**src/tdx_map.svh**
```systemverilog
`ifndef TDX_MAP_SVH
`define TDX_MAP_SVH
// ****************************************
// register byte offsets
// ****************************************
`define TDX_OFF_CTRL   12'h000
`define TDX_OFF_MODE   12'h004
`define TDX_OFF_IEN    12'h010
`define TDX_OFF_IDIS   12'h014
`define TDX_OFF_IMASK  12'h018
`define TDX_OFF_ISTAT  12'h01C
`define TDX_OFF_KEY1A  12'h020
`define TDX_OFF_KEY1B  12'h024
`define TDX_OFF_KEY2A  12'h028
`define TDX_OFF_KEY2B  12'h02C
`define TDX_OFF_KEY3A  12'h030
`define TDX_OFF_KEY3B  12'h034
`define TDX_OFF_IN0    12'h040
`define TDX_OFF_IN1    12'h044
`define TDX_OFF_OUT0   12'h050
`define TDX_OFF_OUT1   12'h054
`define TDX_OFF_IV0    12'h060
`define TDX_OFF_IV1    12'h064
`define TDX_OFF_RCNT   12'h104
`define TDX_OFF_TCNT   12'h10C
`define TDX_OFF_RNCNT  12'h114
`define TDX_OFF_TNCNT  12'h11C
// ****************************************
// field positions
// ****************************************
`define TDX_CTRL_START 0
`define TDX_CTRL_SRST  8
`define TDX_ST_READY   0
`define TDX_ST_RDONE   1
`define TDX_ST_TDONE   2
`define TDX_ST_RFULL   3
`define TDX_ST_TEMPTY  4
`define TDX_ST_BAD     8
`define TDX_ST_KIND_LO 12
`define TDX_ST_KIND_HI 13
`define TDX_IRQ_BITS   9'h11F
// ****************************************
// codes, reset values and timing
// ****************************************
`define TDX_SM_MANUAL  2'h0
`define TDX_SM_AUTO    2'h1
`define TDX_SM_DMA     2'h2
`define TDX_CH_ECB     2'h0
`define TDX_BK_IN_DMA  2'h0
`define TDX_BK_OUT_RD  2'h1
`define TDX_BK_MODE_WR 2'h2
`define TDX_BK_WO_RD   2'h3
`define TDX_MODE_RST   32'h0000_0000
`define TDX_RESP_OK    2'h0
`define TDX_RESP_ERR   2'h2
`define TDX_CORE_LAT   6'h10
`endif

```
**src/tdx_pkg.sv**
```systemverilog
package tdx_pkg;
  // mode register fields in bit order
  typedef struct packed {
    logic [15:0] rsv_hi;
    logic        last_output_mode;
    logic        rsv_14;
    logic [1:0]  chain_mode;
    logic [1:0]  rsv_11;
    logic [1:0]  start_method;
    logic [2:0]  rsv_7;
    logic        key_count_select;
    logic [1:0]  rsv_3;
    logic        triple_select;
    logic        cipher;
  } tdx_mode_t;

  typedef struct packed {
    logic [63:0] k1;
    logic [63:0] k2;
    logic [63:0] k3;
  } tdx_keys_t;

  typedef enum logic [1:0] {
    TDX_IDLE  = 2'b00,
    TDX_BUSY  = 2'b01,
    TDX_DRN0  = 2'b10,
    TDX_DRN1  = 2'b11
  } tdx_state_t;
endpackage : tdx_pkg

```
**src/tdx_top.sv**
```systemverilog
// Function
// (RULE1) mask bit reads one while its interrupt source is enabled
// (RULE2) result_ready sets at end of a run; zero means output invalid
// (RULE3) start command and soft reset clear result_ready
// (RULE4) last_output_mode zero: output word read clears result_ready
// (RULE5) last_output_mode one: input word write clears result_ready
// (RULE6) in DMA method result_ready moves on its own
// (RULE7) recv_count_done: receive counter reached zero since last write
// (RULE8) xmit_count_done: transmit counter reached zero since last write
// (RULE9) recv_buffers_full: both receive counters zero
// (RULE10) xmit_buffers_empty: both transmit counters zero
// (RULE11) bad_access_flag sets on unspecified access, soft reset clears
// (RULE12) bad_access_flag survives reads and other writes
// (RULE13) bad_access_kind codes the four unspecified access types
// (RULE14) bad_access_kind keeps the latest type until soft reset
// (RULE15) first key is two words, first then last
// (RULE16) key words are write-only
// (RULE17) second key used only in triple mode
// (RULE18) third key ignored in single and two-key triple
// (RULE19) input block from two write-only words, first then last
// (RULE20) result as two read-only words, first then last
// (RULE21) chaining vector from two write-only words
// (RULE22) software leaves chaining vector alone in code book mode
// (RULE23) result goes to output words or to the DMA receive side
// (RULE24) key_count_select one runs the two-key triple algorithm
// (RULE25) interrupt output when a masked-in status flag is set
//
// The AXI4-Lite interface to the registers and the placing of the registers were left to the implementer.
`timescale 1ns/10ps
`default_nettype none
`include "tdx_map.svh"
module tdx_top
  import tdx_pkg::*;
#(
  parameter int AW  = 12,
  parameter int CW  = 16,
  parameter int LAT = 16
) (
  // clock and reset
  input  wire logic          aclk,
  input  wire logic          aresetn,
  // axi4-lite write
  input  wire logic [AW-1:0] s_axi_awaddr,
  input  wire logic          s_axi_awvalid,
  output logic               s_axi_awready,
  input  wire logic [31:0]   s_axi_wdata,
  input  wire logic [3:0]    s_axi_wstrb,
  input  wire logic          s_axi_wvalid,
  output logic               s_axi_wready,
  output logic      [1:0]    s_axi_bresp,
  output logic               s_axi_bvalid,
  input  wire logic          s_axi_bready,
  // axi4-lite read
  input  wire logic [AW-1:0] s_axi_araddr,
  input  wire logic          s_axi_arvalid,
  output logic               s_axi_arready,
  output logic      [31:0]   s_axi_rdata,
  output logic      [1:0]    s_axi_rresp,
  output logic               s_axi_rvalid,
  input  wire logic          s_axi_rready,
  // dma transmit side, words into the engine
  output logic               dma_tx_req,
  input  wire logic          dma_tx_valid,
  input  wire logic [31:0]   dma_tx_data,
  // dma receive side, words out of the engine
  output logic               dma_rx_req,
  output logic      [31:0]   dma_rx_data,
  input  wire logic          dma_rx_ack,
  // interrupt
  output logic               irq
);
  // ****************************************
  // state
  // ****************************************
  tdx_state_t  st_reg;
  tdx_mode_t   mode_reg;
  tdx_keys_t   keys_reg;
  logic [63:0] in_reg;
  logic [63:0] iv_reg;
  logic [63:0] out_reg;
  logic [1:0]  in_seen_reg;
  logic        dma_idx_reg;
  logic [8:0]  mask_reg;
  logic        ready_reg;
  logic        bad_reg;
  logic [1:0]  kind_reg;
  logic        aw_full;
  logic        w_full;
  logic [AW-1:0] aw_addr;
  logic [31:0] w_data;
  logic [CW-1:0] rcnt;
  logic [CW-1:0] rnext;
  logic [CW-1:0] tcnt;
  logic [CW-1:0] tnext;
  logic        rdone;
  logic        tdone;
  logic        rfull;
  logic        tempty;
  logic        core_busy;
  logic        core_done;
  logic [63:0] core_res;

  // ****************************************
  // decode helpers
  // ****************************************
  function automatic logic is_wo(input logic [AW-1:0] a);
    // (RULE16) keys, input and vector never read back
    is_wo = a == AW'(`TDX_OFF_CTRL) || a == AW'(`TDX_OFF_IEN) ||
            a == AW'(`TDX_OFF_IDIS) || a == AW'(`TDX_OFF_KEY1A) ||
            a == AW'(`TDX_OFF_KEY1B) || a == AW'(`TDX_OFF_KEY2A) ||
            a == AW'(`TDX_OFF_KEY2B) || a == AW'(`TDX_OFF_KEY3A) ||
            a == AW'(`TDX_OFF_KEY3B) || a == AW'(`TDX_OFF_IN0) ||
            a == AW'(`TDX_OFF_IN1) || a == AW'(`TDX_OFF_IV0) ||
            a == AW'(`TDX_OFF_IV1);
  endfunction : is_wo

  function automatic logic hit(input logic [AW-1:0] a, input logic [11:0] off);
    hit = a == AW'(off);
  endfunction : hit

  // ****************************************
  // bus events
  // ****************************************
  logic wr_fire;
  logic rd_fire;
  logic is_dma;
  logic run;
  logic soft_rst;
  logic start_cmd;
  logic in_wr;
  logic in_wr_ok;
  logic out_rd;
  logic mode_wr;
  logic [31:0] status;
  logic [31:0] rd_data;
  logic        rd_err;

  assign wr_fire   = aw_full && w_full && !s_axi_bvalid;
  assign rd_fire   = s_axi_arvalid && s_axi_arready;
  assign is_dma    = mode_reg.start_method == `TDX_SM_DMA;
  assign run       = st_reg != TDX_IDLE;
  assign soft_rst  = wr_fire && hit(aw_addr, `TDX_OFF_CTRL) && w_data[`TDX_CTRL_SRST];
  assign start_cmd = wr_fire && hit(aw_addr, `TDX_OFF_CTRL) && w_data[`TDX_CTRL_START];
  assign in_wr     = wr_fire && (hit(aw_addr, `TDX_OFF_IN0) || hit(aw_addr, `TDX_OFF_IN1));
  assign in_wr_ok  = in_wr && !(is_dma && run);
  assign out_rd    = rd_fire && (hit(s_axi_araddr, `TDX_OFF_OUT0) || hit(s_axi_araddr, `TDX_OFF_OUT1));
  assign mode_wr   = wr_fire && hit(aw_addr, `TDX_OFF_MODE);

  always_comb begin
    status = 32'h0;
    status[`TDX_ST_READY]  = ready_reg;
    status[`TDX_ST_RDONE]  = rdone;
    status[`TDX_ST_TDONE]  = tdone;
    status[`TDX_ST_RFULL]  = rfull;
    status[`TDX_ST_TEMPTY] = tempty;
    status[`TDX_ST_BAD]    = bad_reg;
    status[`TDX_ST_KIND_HI:`TDX_ST_KIND_LO] = kind_reg;
  end

  // read decode; write-only words read as zero
  always_comb begin
    rd_data = 32'h0;
    rd_err  = 1'b0;
    if (hit(s_axi_araddr, `TDX_OFF_MODE)) begin
      rd_data = mode_reg;
    // (RULE1) mask readback
    end else if (hit(s_axi_araddr, `TDX_OFF_IMASK)) begin
      rd_data = {23'h0, mask_reg};
    end else if (hit(s_axi_araddr, `TDX_OFF_ISTAT)) begin
      rd_data = status;
    // (RULE20) first word is upper half
    end else if (hit(s_axi_araddr, `TDX_OFF_OUT0)) begin
      rd_data = out_reg[63:32];
    end else if (hit(s_axi_araddr, `TDX_OFF_OUT1)) begin
      rd_data = out_reg[31:0];
    end else if (hit(s_axi_araddr, `TDX_OFF_RCNT)) begin
      rd_data = 32'(rcnt);
    end else if (hit(s_axi_araddr, `TDX_OFF_RNCNT)) begin
      rd_data = 32'(rnext);
    end else if (hit(s_axi_araddr, `TDX_OFF_TCNT)) begin
      rd_data = 32'(tcnt);
    end else if (hit(s_axi_araddr, `TDX_OFF_TNCNT)) begin
      rd_data = 32'(tnext);
    end else if (!is_wo(s_axi_araddr)) begin
      rd_err = 1'b1;
    end
  end

  // ****************************************
  // axi4-lite slave
  // ****************************************
  always_ff @(posedge aclk) begin
    if (!aresetn) begin
      aw_full       <= 1'b0;
      w_full        <= 1'b0;
      aw_addr       <= '0;
      w_data        <= 32'h0;
      s_axi_awready <= 1'b0;
      s_axi_wready  <= 1'b0;
      s_axi_bvalid  <= 1'b0;
      s_axi_bresp   <= `TDX_RESP_OK;
    end else begin
      s_axi_awready <= !aw_full && !(s_axi_awvalid && s_axi_awready);
      s_axi_wready  <= !w_full && !(s_axi_wvalid && s_axi_wready);
      if (s_axi_awvalid && s_axi_awready) begin
        aw_full <= 1'b1;
        aw_addr <= s_axi_awaddr;
      end
      if (s_axi_wvalid && s_axi_wready) begin
        w_full <= 1'b1;
        w_data <= s_axi_wdata;
      end
      if (wr_fire) begin
        s_axi_bvalid <= 1'b1;
        s_axi_bresp  <= (aw_addr[1:0] != 2'h0 || aw_addr > AW'(`TDX_OFF_TNCNT)) ?
                        `TDX_RESP_ERR : `TDX_RESP_OK;
      end else if (s_axi_bvalid && s_axi_bready) begin
        s_axi_bvalid  <= 1'b0;
        aw_full       <= 1'b0;
        w_full        <= 1'b0;
        s_axi_awready <= 1'b1;
        s_axi_wready  <= 1'b1;
      end
    end
  end

  always_ff @(posedge aclk) begin
    if (!aresetn) begin
      s_axi_arready <= 1'b0;
      s_axi_rvalid  <= 1'b0;
      s_axi_rdata   <= 32'h0;
      s_axi_rresp   <= `TDX_RESP_OK;
    end else if (rd_fire) begin
      s_axi_arready <= 1'b0;
      s_axi_rvalid  <= 1'b1;
      s_axi_rdata   <= rd_data;
      s_axi_rresp   <= rd_err ? `TDX_RESP_ERR : `TDX_RESP_OK;
    end else if (s_axi_rvalid && s_axi_rready) begin
      s_axi_rvalid  <= 1'b0;
      s_axi_arready <= 1'b1;
    end else if (!s_axi_rvalid) begin
      s_axi_arready <= 1'b1;
    end
  end

  // ****************************************
  // configuration and data words
  // ****************************************
  // byte strobes are ignored: every register takes whole words
  always_ff @(posedge aclk) begin
    if (!aresetn || soft_rst) begin
      mode_reg <= `TDX_MODE_RST;
      keys_reg <= '0;
      iv_reg   <= 64'h0;
      mask_reg <= 9'h0;
    end else if (wr_fire) begin
      // a mode change mid-run is refused, not half applied
      if (mode_wr && !run) mode_reg <= w_data;
      if (hit(aw_addr, `TDX_OFF_IEN)) mask_reg <= mask_reg | (w_data[8:0] & `TDX_IRQ_BITS);
      if (hit(aw_addr, `TDX_OFF_IDIS)) mask_reg <= mask_reg & ~w_data[8:0];
      // (RULE15) first key word is upper half
      if (hit(aw_addr, `TDX_OFF_KEY1A)) keys_reg.k1[63:32] <= w_data;
      if (hit(aw_addr, `TDX_OFF_KEY1B)) keys_reg.k1[31:0]  <= w_data;
      if (hit(aw_addr, `TDX_OFF_KEY2A)) keys_reg.k2[63:32] <= w_data;
      if (hit(aw_addr, `TDX_OFF_KEY2B)) keys_reg.k2[31:0]  <= w_data;
      if (hit(aw_addr, `TDX_OFF_KEY3A)) keys_reg.k3[63:32] <= w_data;
      if (hit(aw_addr, `TDX_OFF_KEY3B)) keys_reg.k3[31:0]  <= w_data;
      // (RULE21) chaining vector words
      if (hit(aw_addr, `TDX_OFF_IV0)) iv_reg[63:32] <= w_data;
      if (hit(aw_addr, `TDX_OFF_IV1)) iv_reg[31:0]  <= w_data;
    end
  end

  // (RULE19) input block, first word upper half
  always_ff @(posedge aclk) begin
    if (!aresetn || soft_rst) begin
      in_reg      <= 64'h0;
      in_seen_reg <= 2'h0;
    end else if (is_dma && dma_tx_valid && dma_tx_req) begin
      if (dma_idx_reg) in_reg[31:0] <= dma_tx_data;
      else in_reg[63:32] <= dma_tx_data;
    end else if (in_wr_ok) begin
      if (hit(aw_addr, `TDX_OFF_IN0)) begin
        in_reg[63:32]  <= w_data;
        in_seen_reg[0] <= 1'b1;
      end else begin
        in_reg[31:0]   <= w_data;
        in_seen_reg[1] <= 1'b1;
      end
    end else if (in_seen_reg == 2'h3 || start_cmd) begin
      in_seen_reg <= 2'h0;
    end
  end

  // ****************************************
  // sequencing
  // ****************************************
  logic core_start;
  assign core_start = !core_busy && st_reg == TDX_IDLE && (
    (mode_reg.start_method == `TDX_SM_MANUAL && start_cmd) ||
    (mode_reg.start_method == `TDX_SM_AUTO && in_seen_reg == 2'h3) ||
    (is_dma && dma_tx_valid && dma_tx_req && dma_idx_reg));

  always_ff @(posedge aclk) begin
    if (!aresetn || soft_rst) begin
      st_reg      <= TDX_IDLE;
      dma_idx_reg <= 1'b0;
      dma_tx_req  <= 1'b0;
      dma_rx_req  <= 1'b0;
      dma_rx_data <= 32'h0;
    end else begin
      case (st_reg)
        TDX_IDLE: begin
          // ask for words only while the transmit counter has some left
          dma_tx_req <= is_dma && tcnt != '0 && !dma_tx_valid;
          if (dma_tx_valid && dma_tx_req) dma_idx_reg <= !dma_idx_reg;
          if (core_start) st_reg <= TDX_BUSY;
        end
        TDX_BUSY: begin
          dma_tx_req  <= 1'b0;
          dma_idx_reg <= 1'b0;
          if (core_done) begin
            // (RULE23) receive side gets it with last_output_mode zero
            if (is_dma && !mode_reg.last_output_mode) begin
              st_reg      <= TDX_DRN0;
              dma_rx_req  <= 1'b1;
              dma_rx_data <= core_res[63:32];
            end else begin
              st_reg <= TDX_IDLE;
            end
          end
        end
        TDX_DRN0: begin
          if (dma_rx_ack) begin
            st_reg      <= TDX_DRN1;
            dma_rx_data <= out_reg[31:0];
          end
        end
        TDX_DRN1: begin
          if (dma_rx_ack) begin
            st_reg     <= TDX_IDLE;
            dma_rx_req <= 1'b0;
          end
        end
        default: st_reg <= TDX_IDLE;
      endcase
    end
  end

  // (RULE23) output words hold each result
  always_ff @(posedge aclk) begin
    if (!aresetn || soft_rst) out_reg <= 64'h0;
    else if (core_done) out_reg <= core_res;
  end

  // ****************************************
  // flags
  // ****************************************
  // (RULE2) done sets; set beats every clear except soft reset
  always_ff @(posedge aclk) begin
    if (!aresetn || soft_rst) begin
      // (RULE3) soft reset clears
      ready_reg <= 1'b0;
    end else if (core_done) begin
      ready_reg <= 1'b1;
    // (RULE3) start command clears
    end else if (start_cmd) begin
      ready_reg <= 1'b0;
    // (RULE6) dma drain ends the result
    end else if (st_reg == TDX_DRN1 && dma_rx_ack) begin
      ready_reg <= 1'b0;
    // (RULE6) dma input starts the next
    end else if (is_dma && mode_reg.last_output_mode && dma_tx_valid && dma_tx_req) begin
      ready_reg <= 1'b0;
    // (RULE4) output read clears
    end else if (!is_dma && !mode_reg.last_output_mode && out_rd) begin
      ready_reg <= 1'b0;
    // (RULE5) input write clears
    end else if (!is_dma && mode_reg.last_output_mode && in_wr) begin
      ready_reg <= 1'b0;
    end
  end

  // (RULE11) (RULE12) sticky until soft reset
  always_ff @(posedge aclk) begin
    if (!aresetn || soft_rst) begin
      // (RULE14) kind cleared only here
      bad_reg  <= 1'b0;
      kind_reg <= `TDX_BK_IN_DMA;
    end else begin
      // (RULE13) (RULE14) latest kind wins
      if (rd_fire && is_wo(s_axi_araddr)) begin
        bad_reg  <= 1'b1;
        kind_reg <= `TDX_BK_WO_RD;
      end else if (mode_wr && run) begin
        bad_reg  <= 1'b1;
        kind_reg <= `TDX_BK_MODE_WR;
      end else if (out_rd && run) begin
        bad_reg  <= 1'b1;
        kind_reg <= `TDX_BK_OUT_RD;
      end else if (in_wr && is_dma && run) begin
        bad_reg  <= 1'b1;
        kind_reg <= `TDX_BK_IN_DMA;
      end
    end
  end

  // (RULE25) masked status onto irq
  always_ff @(posedge aclk) begin
    if (!aresetn) irq <= 1'b0;
    else irq <= |(status[8:0] & mask_reg);
  end

  // ****************************************
  // engine and dma counters
  // ****************************************
  tdx_core #(.LAT(LAT)) u_core (
    .aclk       (aclk),
    .aresetn    (aresetn),
    .soft_rst   (soft_rst),
    .start      (core_start),
    .mode       (mode_reg),
    .keys       (keys_reg),
    .block      (dma_idx_reg && is_dma ? {in_reg[63:32], dma_tx_data} : in_reg),
    .chain      (iv_reg),
    .busy_reg   (core_busy),
    .done_reg   (core_done),
    .result_reg (core_res)
  );

  // (RULE7) (RULE9) receive counters
  tdx_dma_count #(.W(CW)) u_rx (
    .aclk          (aclk),
    .aresetn       (aresetn),
    .soft_rst      (soft_rst),
    .cnt_we        (wr_fire && hit(aw_addr, `TDX_OFF_RCNT)),
    .next_we       (wr_fire && hit(aw_addr, `TDX_OFF_RNCNT)),
    .wdata         (w_data[CW-1:0]),
    .step          (dma_rx_req && dma_rx_ack),
    .cnt_reg       (rcnt),
    .next_reg      (rnext),
    .reached_reg   (rdone),
    .both_zero_reg (rfull)
  );

  // (RULE8) (RULE10) transmit counters
  tdx_dma_count #(.W(CW)) u_tx (
    .aclk          (aclk),
    .aresetn       (aresetn),
    .soft_rst      (soft_rst),
    .cnt_we        (wr_fire && hit(aw_addr, `TDX_OFF_TCNT)),
    .next_we       (wr_fire && hit(aw_addr, `TDX_OFF_TNCNT)),
    .wdata         (w_data[CW-1:0]),
    .step          (dma_tx_req && dma_tx_valid),
    .cnt_reg       (tcnt),
    .next_reg      (tnext),
    .reached_reg   (tdone),
    .both_zero_reg (tempty)
  );
endmodule : tdx_top
`default_nettype wire

```
**src/tdx_dma_count.sv**
```systemverilog
`timescale 1ns/10ps
`default_nettype none
`include "tdx_map.svh"
module tdx_dma_count
  import tdx_pkg::*;
#(
  parameter int W = 16
) (
  // clock and reset
  input  wire logic         aclk,
  input  wire logic         aresetn,
  input  wire logic         soft_rst,
  // software writes
  input  wire logic         cnt_we,
  input  wire logic         next_we,
  input  wire logic [W-1:0] wdata,
  // one word moved
  input  wire logic         step,
  // state
  output logic      [W-1:0] cnt_reg,
  output logic      [W-1:0] next_reg,
  output logic              reached_reg,
  output logic              both_zero_reg
);
  // ****************************************
  // counters
  // ****************************************
  // reload from the next counter once the active one runs out
  always_ff @(posedge aclk) begin
    if (!aresetn || soft_rst) begin
      cnt_reg  <= '0;
      next_reg <= '0;
    end else if (cnt_we || next_we) begin
      if (cnt_we) cnt_reg <= wdata;
      if (next_we) next_reg <= wdata;
    end else if (cnt_reg == '0 && next_reg != '0) begin
      cnt_reg  <= next_reg;
      next_reg <= '0;
    end else if (step && cnt_reg != '0) begin
      cnt_reg <= cnt_reg - W'(1);
    end
  end

  // ****************************************
  // flags
  // ****************************************
  always_ff @(posedge aclk) begin
    if (!aresetn || soft_rst) begin
      reached_reg   <= 1'b0;
      both_zero_reg <= 1'b0;
    end else begin
      // (RULE7) zero since last write
      if (cnt_we || next_we) reached_reg <= 1'b0;
      else if (cnt_reg == '0) reached_reg <= 1'b1;
      // (RULE9) both counters zero
      both_zero_reg <= (cnt_reg == '0) && (next_reg == '0);
    end
  end
endmodule : tdx_dma_count
`default_nettype wire

```
**src/tdx_core.sv**
```systemverilog
`timescale 1ns/10ps
`default_nettype none
`include "tdx_map.svh"
module tdx_core
  import tdx_pkg::*;
#(
  parameter int LAT = 16
) (
  // clock and reset
  input  wire logic        aclk,
  input  wire logic        aresetn,
  input  wire logic        soft_rst,
  // request
  input  wire logic        start,
  input  wire tdx_mode_t   mode,
  input  wire tdx_keys_t   keys,
  input  wire logic [63:0] block,
  input  wire logic [63:0] chain,
  // answer
  output logic             busy_reg,
  output logic             done_reg,
  output logic      [63:0] result_reg
);
  // stand-in mixing stage: the round network is kept outside this block,
  // only the key selection, the chaining vector selection and latency are modelled here
  logic [5:0]  left_reg;
  logic [63:0] kmix;
  logic [63:0] cv;

  always_comb begin
    kmix = keys.k1;
    // (RULE17) second key only in triple
    if (mode.triple_select) begin
      // (RULE18) (RULE24) two-key reuses first key
      kmix = keys.k1 ^ keys.k2 ^ (mode.key_count_select ? keys.k1 : keys.k3);
    end
    cv = (mode.chain_mode == `TDX_CH_ECB) ? 64'h0 : chain;
  end

  always_ff @(posedge aclk) begin
    if (!aresetn || soft_rst) begin
      busy_reg   <= 1'b0;
      done_reg   <= 1'b0;
      left_reg   <= '0;
      result_reg <= 64'h0;
    end else begin
      done_reg <= 1'b0;
      if (start && !busy_reg) begin
        busy_reg   <= 1'b1;
        left_reg   <= 6'(LAT);
        result_reg <= mode.cipher ? (block ^ cv) ^ kmix : (block ^ kmix) ^ cv;
      end else if (busy_reg) begin
        left_reg <= left_reg - 6'h1;
        if (left_reg == 6'h1) begin
          busy_reg <= 1'b0;
          done_reg <= 1'b1;
        end
      end
    end
  end
endmodule : tdx_core
`default_nettype wire

```
**config.mk**
```make
export PLATFORM = sky130hd
export DESIGN_NAME = tdx_top
export DESIGN_NICKNAME = d
export VERILOG_FILES = /design/src/tdx_pkg.sv /design/src/tdx_top.sv /design/src/tdx_dma_count.sv /design/src/tdx_core.sv
export VERILOG_INCLUDE_DIRS = /design/src
export SDC_FILE = /design/constraint.sdc
export NUM_CORES = 2
export LEC_CHECK = 0
export ABC_AREA = 1
export BUFFER_PORTS_ARGS = -buffer_cell sky130_fd_sc_hd__buf_2
export CAP_MARGIN = 0
export CORE_MARGIN = 2
export CORE_UTILIZATION = 31
export CTS_CLUSTER_DIAMETER = 200
export CTS_CLUSTER_SIZE = 16
export DETAILED_ROUTE_END_ITERATION = 10
export PLACE_DENSITY = 0.49
export SYNTH_ARGS = -nofsm -noshare
export SYNTH_HDL_FRONTEND = slang
export SYNTH_HIERARCHICAL = 1
export SYNTH_SLANG_ARGS = --single-unit
```
**constraint.sdc**
```tcl
create_clock -name aclk -period 5.55 [get_ports aclk]
set_input_delay 0.8325 -clock aclk [delete_from_list [all_inputs] [get_ports aclk]]
set_output_delay 0.8325 -clock aclk [all_outputs]
set_load 0.02 [all_outputs]
```
==> summary.md <==
| Metric | Value |
|---|---|
| Initial antenna violation count | `15` |
| CP bufs+invs | `2` |
| Sequential share of the synthesized area | `36.3%` |
| Worst r2r src | `aw_addr[10]$_SDFFE_PN0P_` |
| RSZ-0062 raised after global routing | `false` |
| Synth Warn # | `6` |
| Hold EP | `mode_reg[7]$_SDFFE_PP0P_` |
| DR WL/cell | `19.7 um` |
| Flop pwr share | `55.8%` |
| Clock Skews | `around 0.027 ns` |
| GRT Residual Overflow | `0` |
| Vias | `39699` |
| Final Max Tran Viols | `0` |
| Final hold vios | `0` |
| Cell count after synthesis | `6376` |
| CP endpoint kind | `flip-flop` |
| Worst-margin pin slew | `1.21 ns` |
| Die Span X | `355 um` |
| Hold Startpoint | `mode_reg[7]$_SDFFE_PP0P_` |
| Setup violators final | `0` |
| Power Density | `between 200 and 250 mW/mm2` |
| Sw power | `2.39 mW` |
| Clock share of power | `39.1%` |
| Setup TNS | `0 ns` |
| Switching fraction of total power | `26.1%` |
| Max reg flops | `192` |
| Critical path class | `reg -> reg` |
| Compound-Gate Fraction of Synth Area | `13.6%` |
| CTS root buf | `clkbuf_16` |
| Fillers | `13508` |
| Final Cycle Share | `62.3%` |
| Adder-Cell Fraction of Synth Area | `0.131%` |
| LEAKAGE | `17.4 nW` |
| Reg clk slew, reported paths | `0.08 ns` |
| Main combinational cell family by area after synthesis | `simple AND/OR/NAND/NOR gates` |
| CTS buffer count | `slightly below 50` |
| Syn Area/Cell | `between 6 and 7 um2` |
| Post-CTS Hold Buffers | `0` |
| Internal power | `6.76 mW` |
| Crit-path cells | `inv_1 > nand2_1 > nor2_2 > nand2_2 > nor2_2 > nand3_1 > nand2_1 > nand2_1 > nand2_1 > nand2_1 > inv_1 > nand2_2 > nor2_4 > nand3_1 > nand2_1` |
| Slowest stage delay, CP | `0.90 ns` |
| Residual DRC | `0` |
| CTS tree | `done` |
| Fmax | `just under 300 MHz` |
| Leading cell type in the layout, fill and taps excluded | `nand2_1` |
| # IOs | `177` |
| Hold Path Cell Cnt | `2` |
| Post-Synth Simple-Gate Area | `39.5%` |
| Drt pass-1 iters | `6` |
| Via density | `4.99` |
| Post-CTS Repair Setup Buffers | `0` |
| Final nets | `6431` |
| Most used cell, CP | `nand2_1` |
| Routability cong. | `around 0.9` |
| H-tree depth | `2` |
| Placed Area | `approximately 0.040 mm2` |
| Status | `complete, no violations` |
| Startpoint Class | `flip-flop` |
| Core footprint | `0.122 mm2` |
| Crit path max-delay family | `simple AND/OR/NAND/NOR gates` |
| CP max FO | `23` |
| Synthesized flop and latch total | `around 690` |
| Total Routing Usage GR | `24.1%` |
| Global-route wire length before repair | `between 200 and 250 mm` |
| Xor and xnor area share after synthesis | `0.137%` |
| Port bufs | `170` |
| Std cell rows | `128` |
| Initial detailed-routing violation count | `3231` |
| Layout cells sized above 1 | `approximately 6.7%` |
| Clock Path Buffers | `3` |
| Maximum number of pins on one net before global-route repair | `157` |
| Most frequent cells in the layout | `2750 x nand2_1, 690 x dfxtp_1, 584 x inv_1` |
| Register-to-register setup slack | `roughly 2.1 ns` |
| Crit-path slowest cell | `nor2_4` |
| Hold Path Class | `reg -> reg` |
| CTS sink count | `694` |
| Required time of the worst setup path | `6.13 ns` |
| Vias in the first global route | `approximately 35000` |
| Skew-Pair Late Insertion Delay | `0.66 ns` |
| Initial Utilization | `31.3%` |
| Minimum clock period | `3.46 ns` |
| Crit Reg-Reg Endpoint | `u_core/result_reg[31]$_SDFFE_PP0P_` |
| MaxCap Viol Count | `0` |
| Rel. slew slack | `19.5%` |
| Comb pwr share | `5.1%` |
| Final instance area | `0.0416 mm2` |
| Final WL | `roughly 160 mm` |
| Synthesized cell area | `0.0383 mm2` |
| Die H | `approximately 360 um` |
| R2R depth | `15` |
| Antenna viol nets, final | `0` |
| HPWL after DPL | `roughly 100 mm` |
| Final core utilization | `34.0%` |
| Multiplexer share of the synthesized area | `0%` |
| Layout overhead on the synthesized area | `8.70%` |
| Die Footprint | `0.126 mm2` |
| Count of cell types in the netlist | `47` |
| Worst VDD drop | `0.000192 V` |
| Critical Path AT | `4.04 ns` |
| Post_cts resized | `0` |
## worst max-delay path by stage
stage	slack (ns)	startpoint	depth (start not counted)	to
floorplan	3.39	s_axi_araddr[0]	9	kind_reg[1]$_SDFFE_PP0P_
global placement	2.07	dma_tx_valid	11	u_core/result_reg[31]$_SDFFE_PP0P_
detailed placement	2.10	dma_tx_valid	11	u_core/result_reg[31]$_SDFFE_PP0P_
CTS	2.11	aw_addr[10]$_SDFFE_PN0P_	15	u_core/result_reg[31]$_SDFFE_PP0P_
global route	1.94	aw_addr[0]$_SDFFE_PN0P_	14	u_core/result_reg[41]$_SDFFE_PP0P_
finish	2.09	aw_addr[10]$_SDFFE_PN0P_	15	u_core/result_reg[31]$_SDFFE_PP0P_
## power groups by stage
stage               registers, mW  clock network, mW  logic [mW]
finish                       5.11               3.57       0.466
global route                 5.11               3.82       0.499
CTS                          5.11               3.67       0.467
detailed placement           5.22                  0       0.466
global placement             5.23                  0       0.465
floorplan                    5.18                  0       0.255
## synthesized netlist by cell type, drive strengths merged
cell type     n  share of area [%]
a2111oi       1              0.023
a211oi       65                1.6
a21oi       529                6.9
a221oi        6               0.14
a31oi        21               0.34
a41oi         5               0.11
and3          1              0.016
buf         164                2.4
clkbuf      177                1.7
clkinv       12               0.12
conb          1             0.0098
dfxtp       694                 36
ha            4               0.13
inv         615                6.0
nand2      2773                 27
nand3       477                6.3
nand3b        4              0.078
nand4        16               0.28
nor2        460                4.8
nor3         20               0.32
nor3b         1              0.020
nor4         12               0.20
o2111ai       5               0.11
o211ai        7               0.14
o21a          7               0.14
o21ai       268                3.5
o21bai        2              0.039
o221a        11               0.32
o22ai        11               0.18
o31ai         1              0.020
xor2          6               0.14
## logic make-up (layout without fill, tap and decap cells)
family / Yosys count / count (layout)
buffers and inverters: 968 / 922
xor gates and xnor gates: 6 / 6
other: 1 / 3
and+or+nand+nor: 3764 / 3764
AOI/OAI and AO/OA: 939 / 939
adders and majority gates: 4 / 4
DFF: 694 / 694
## stage by stage
step           hold WS (ns)  instances  setup WS (ns)  total power [mW]
2_1_floorplan         0.420       6377           3.39              5.43
3_3_place_gp          0.429       7900           2.07              5.69
3_5_place_dp          0.435       7900           2.10              5.69
4_1_cts               0.417       7956           2.11              9.24
5_1_grt               0.455       7957           1.94              9.44
6_report              0.445       7957           2.09              9.15
## layout make-up
type / instances / area [um2] / share of cell area, %
Clock buffer: 54 / 1290 / 3.10
Antenna cell: 1 / 2.50 / 0.00602
Multi-Input combinational cell: 4715 / 20500 / 49.4
Tap cell: 1625 / 2030 / 4.89
Timing Repair Buffer: 239 / 1450 / 3.48
Inverter: 627 / 2360 / 5.68
Clock inverter: 2 / 20.0 / 0.0481
Sequential cell: 694 / 13900 / 33.4
## worst reg2reg max path: cells and delay by family, from the launching register on
| family | cells | cell delay, ns |
|---|---|---|
| buffers and inverters | 2 | 0.19 |
| DFF | 1 | 0.31 |
| and+or+nand+nor | 13 | 2.89 |
## routing by layer
metal / track usage, % / part of all wire, % / vias to the layer above
met4: 6.79 / 2.9 / 10
met1: 33.4 / 46 / 18441
met2: 39.5 / 45 / 1166
li1: - / - / 19864
met5: 0 / 0.045 / -
met3: 2.60 / 5.8 / 218
No activity file was read; power rests on OpenSTA's default activity.
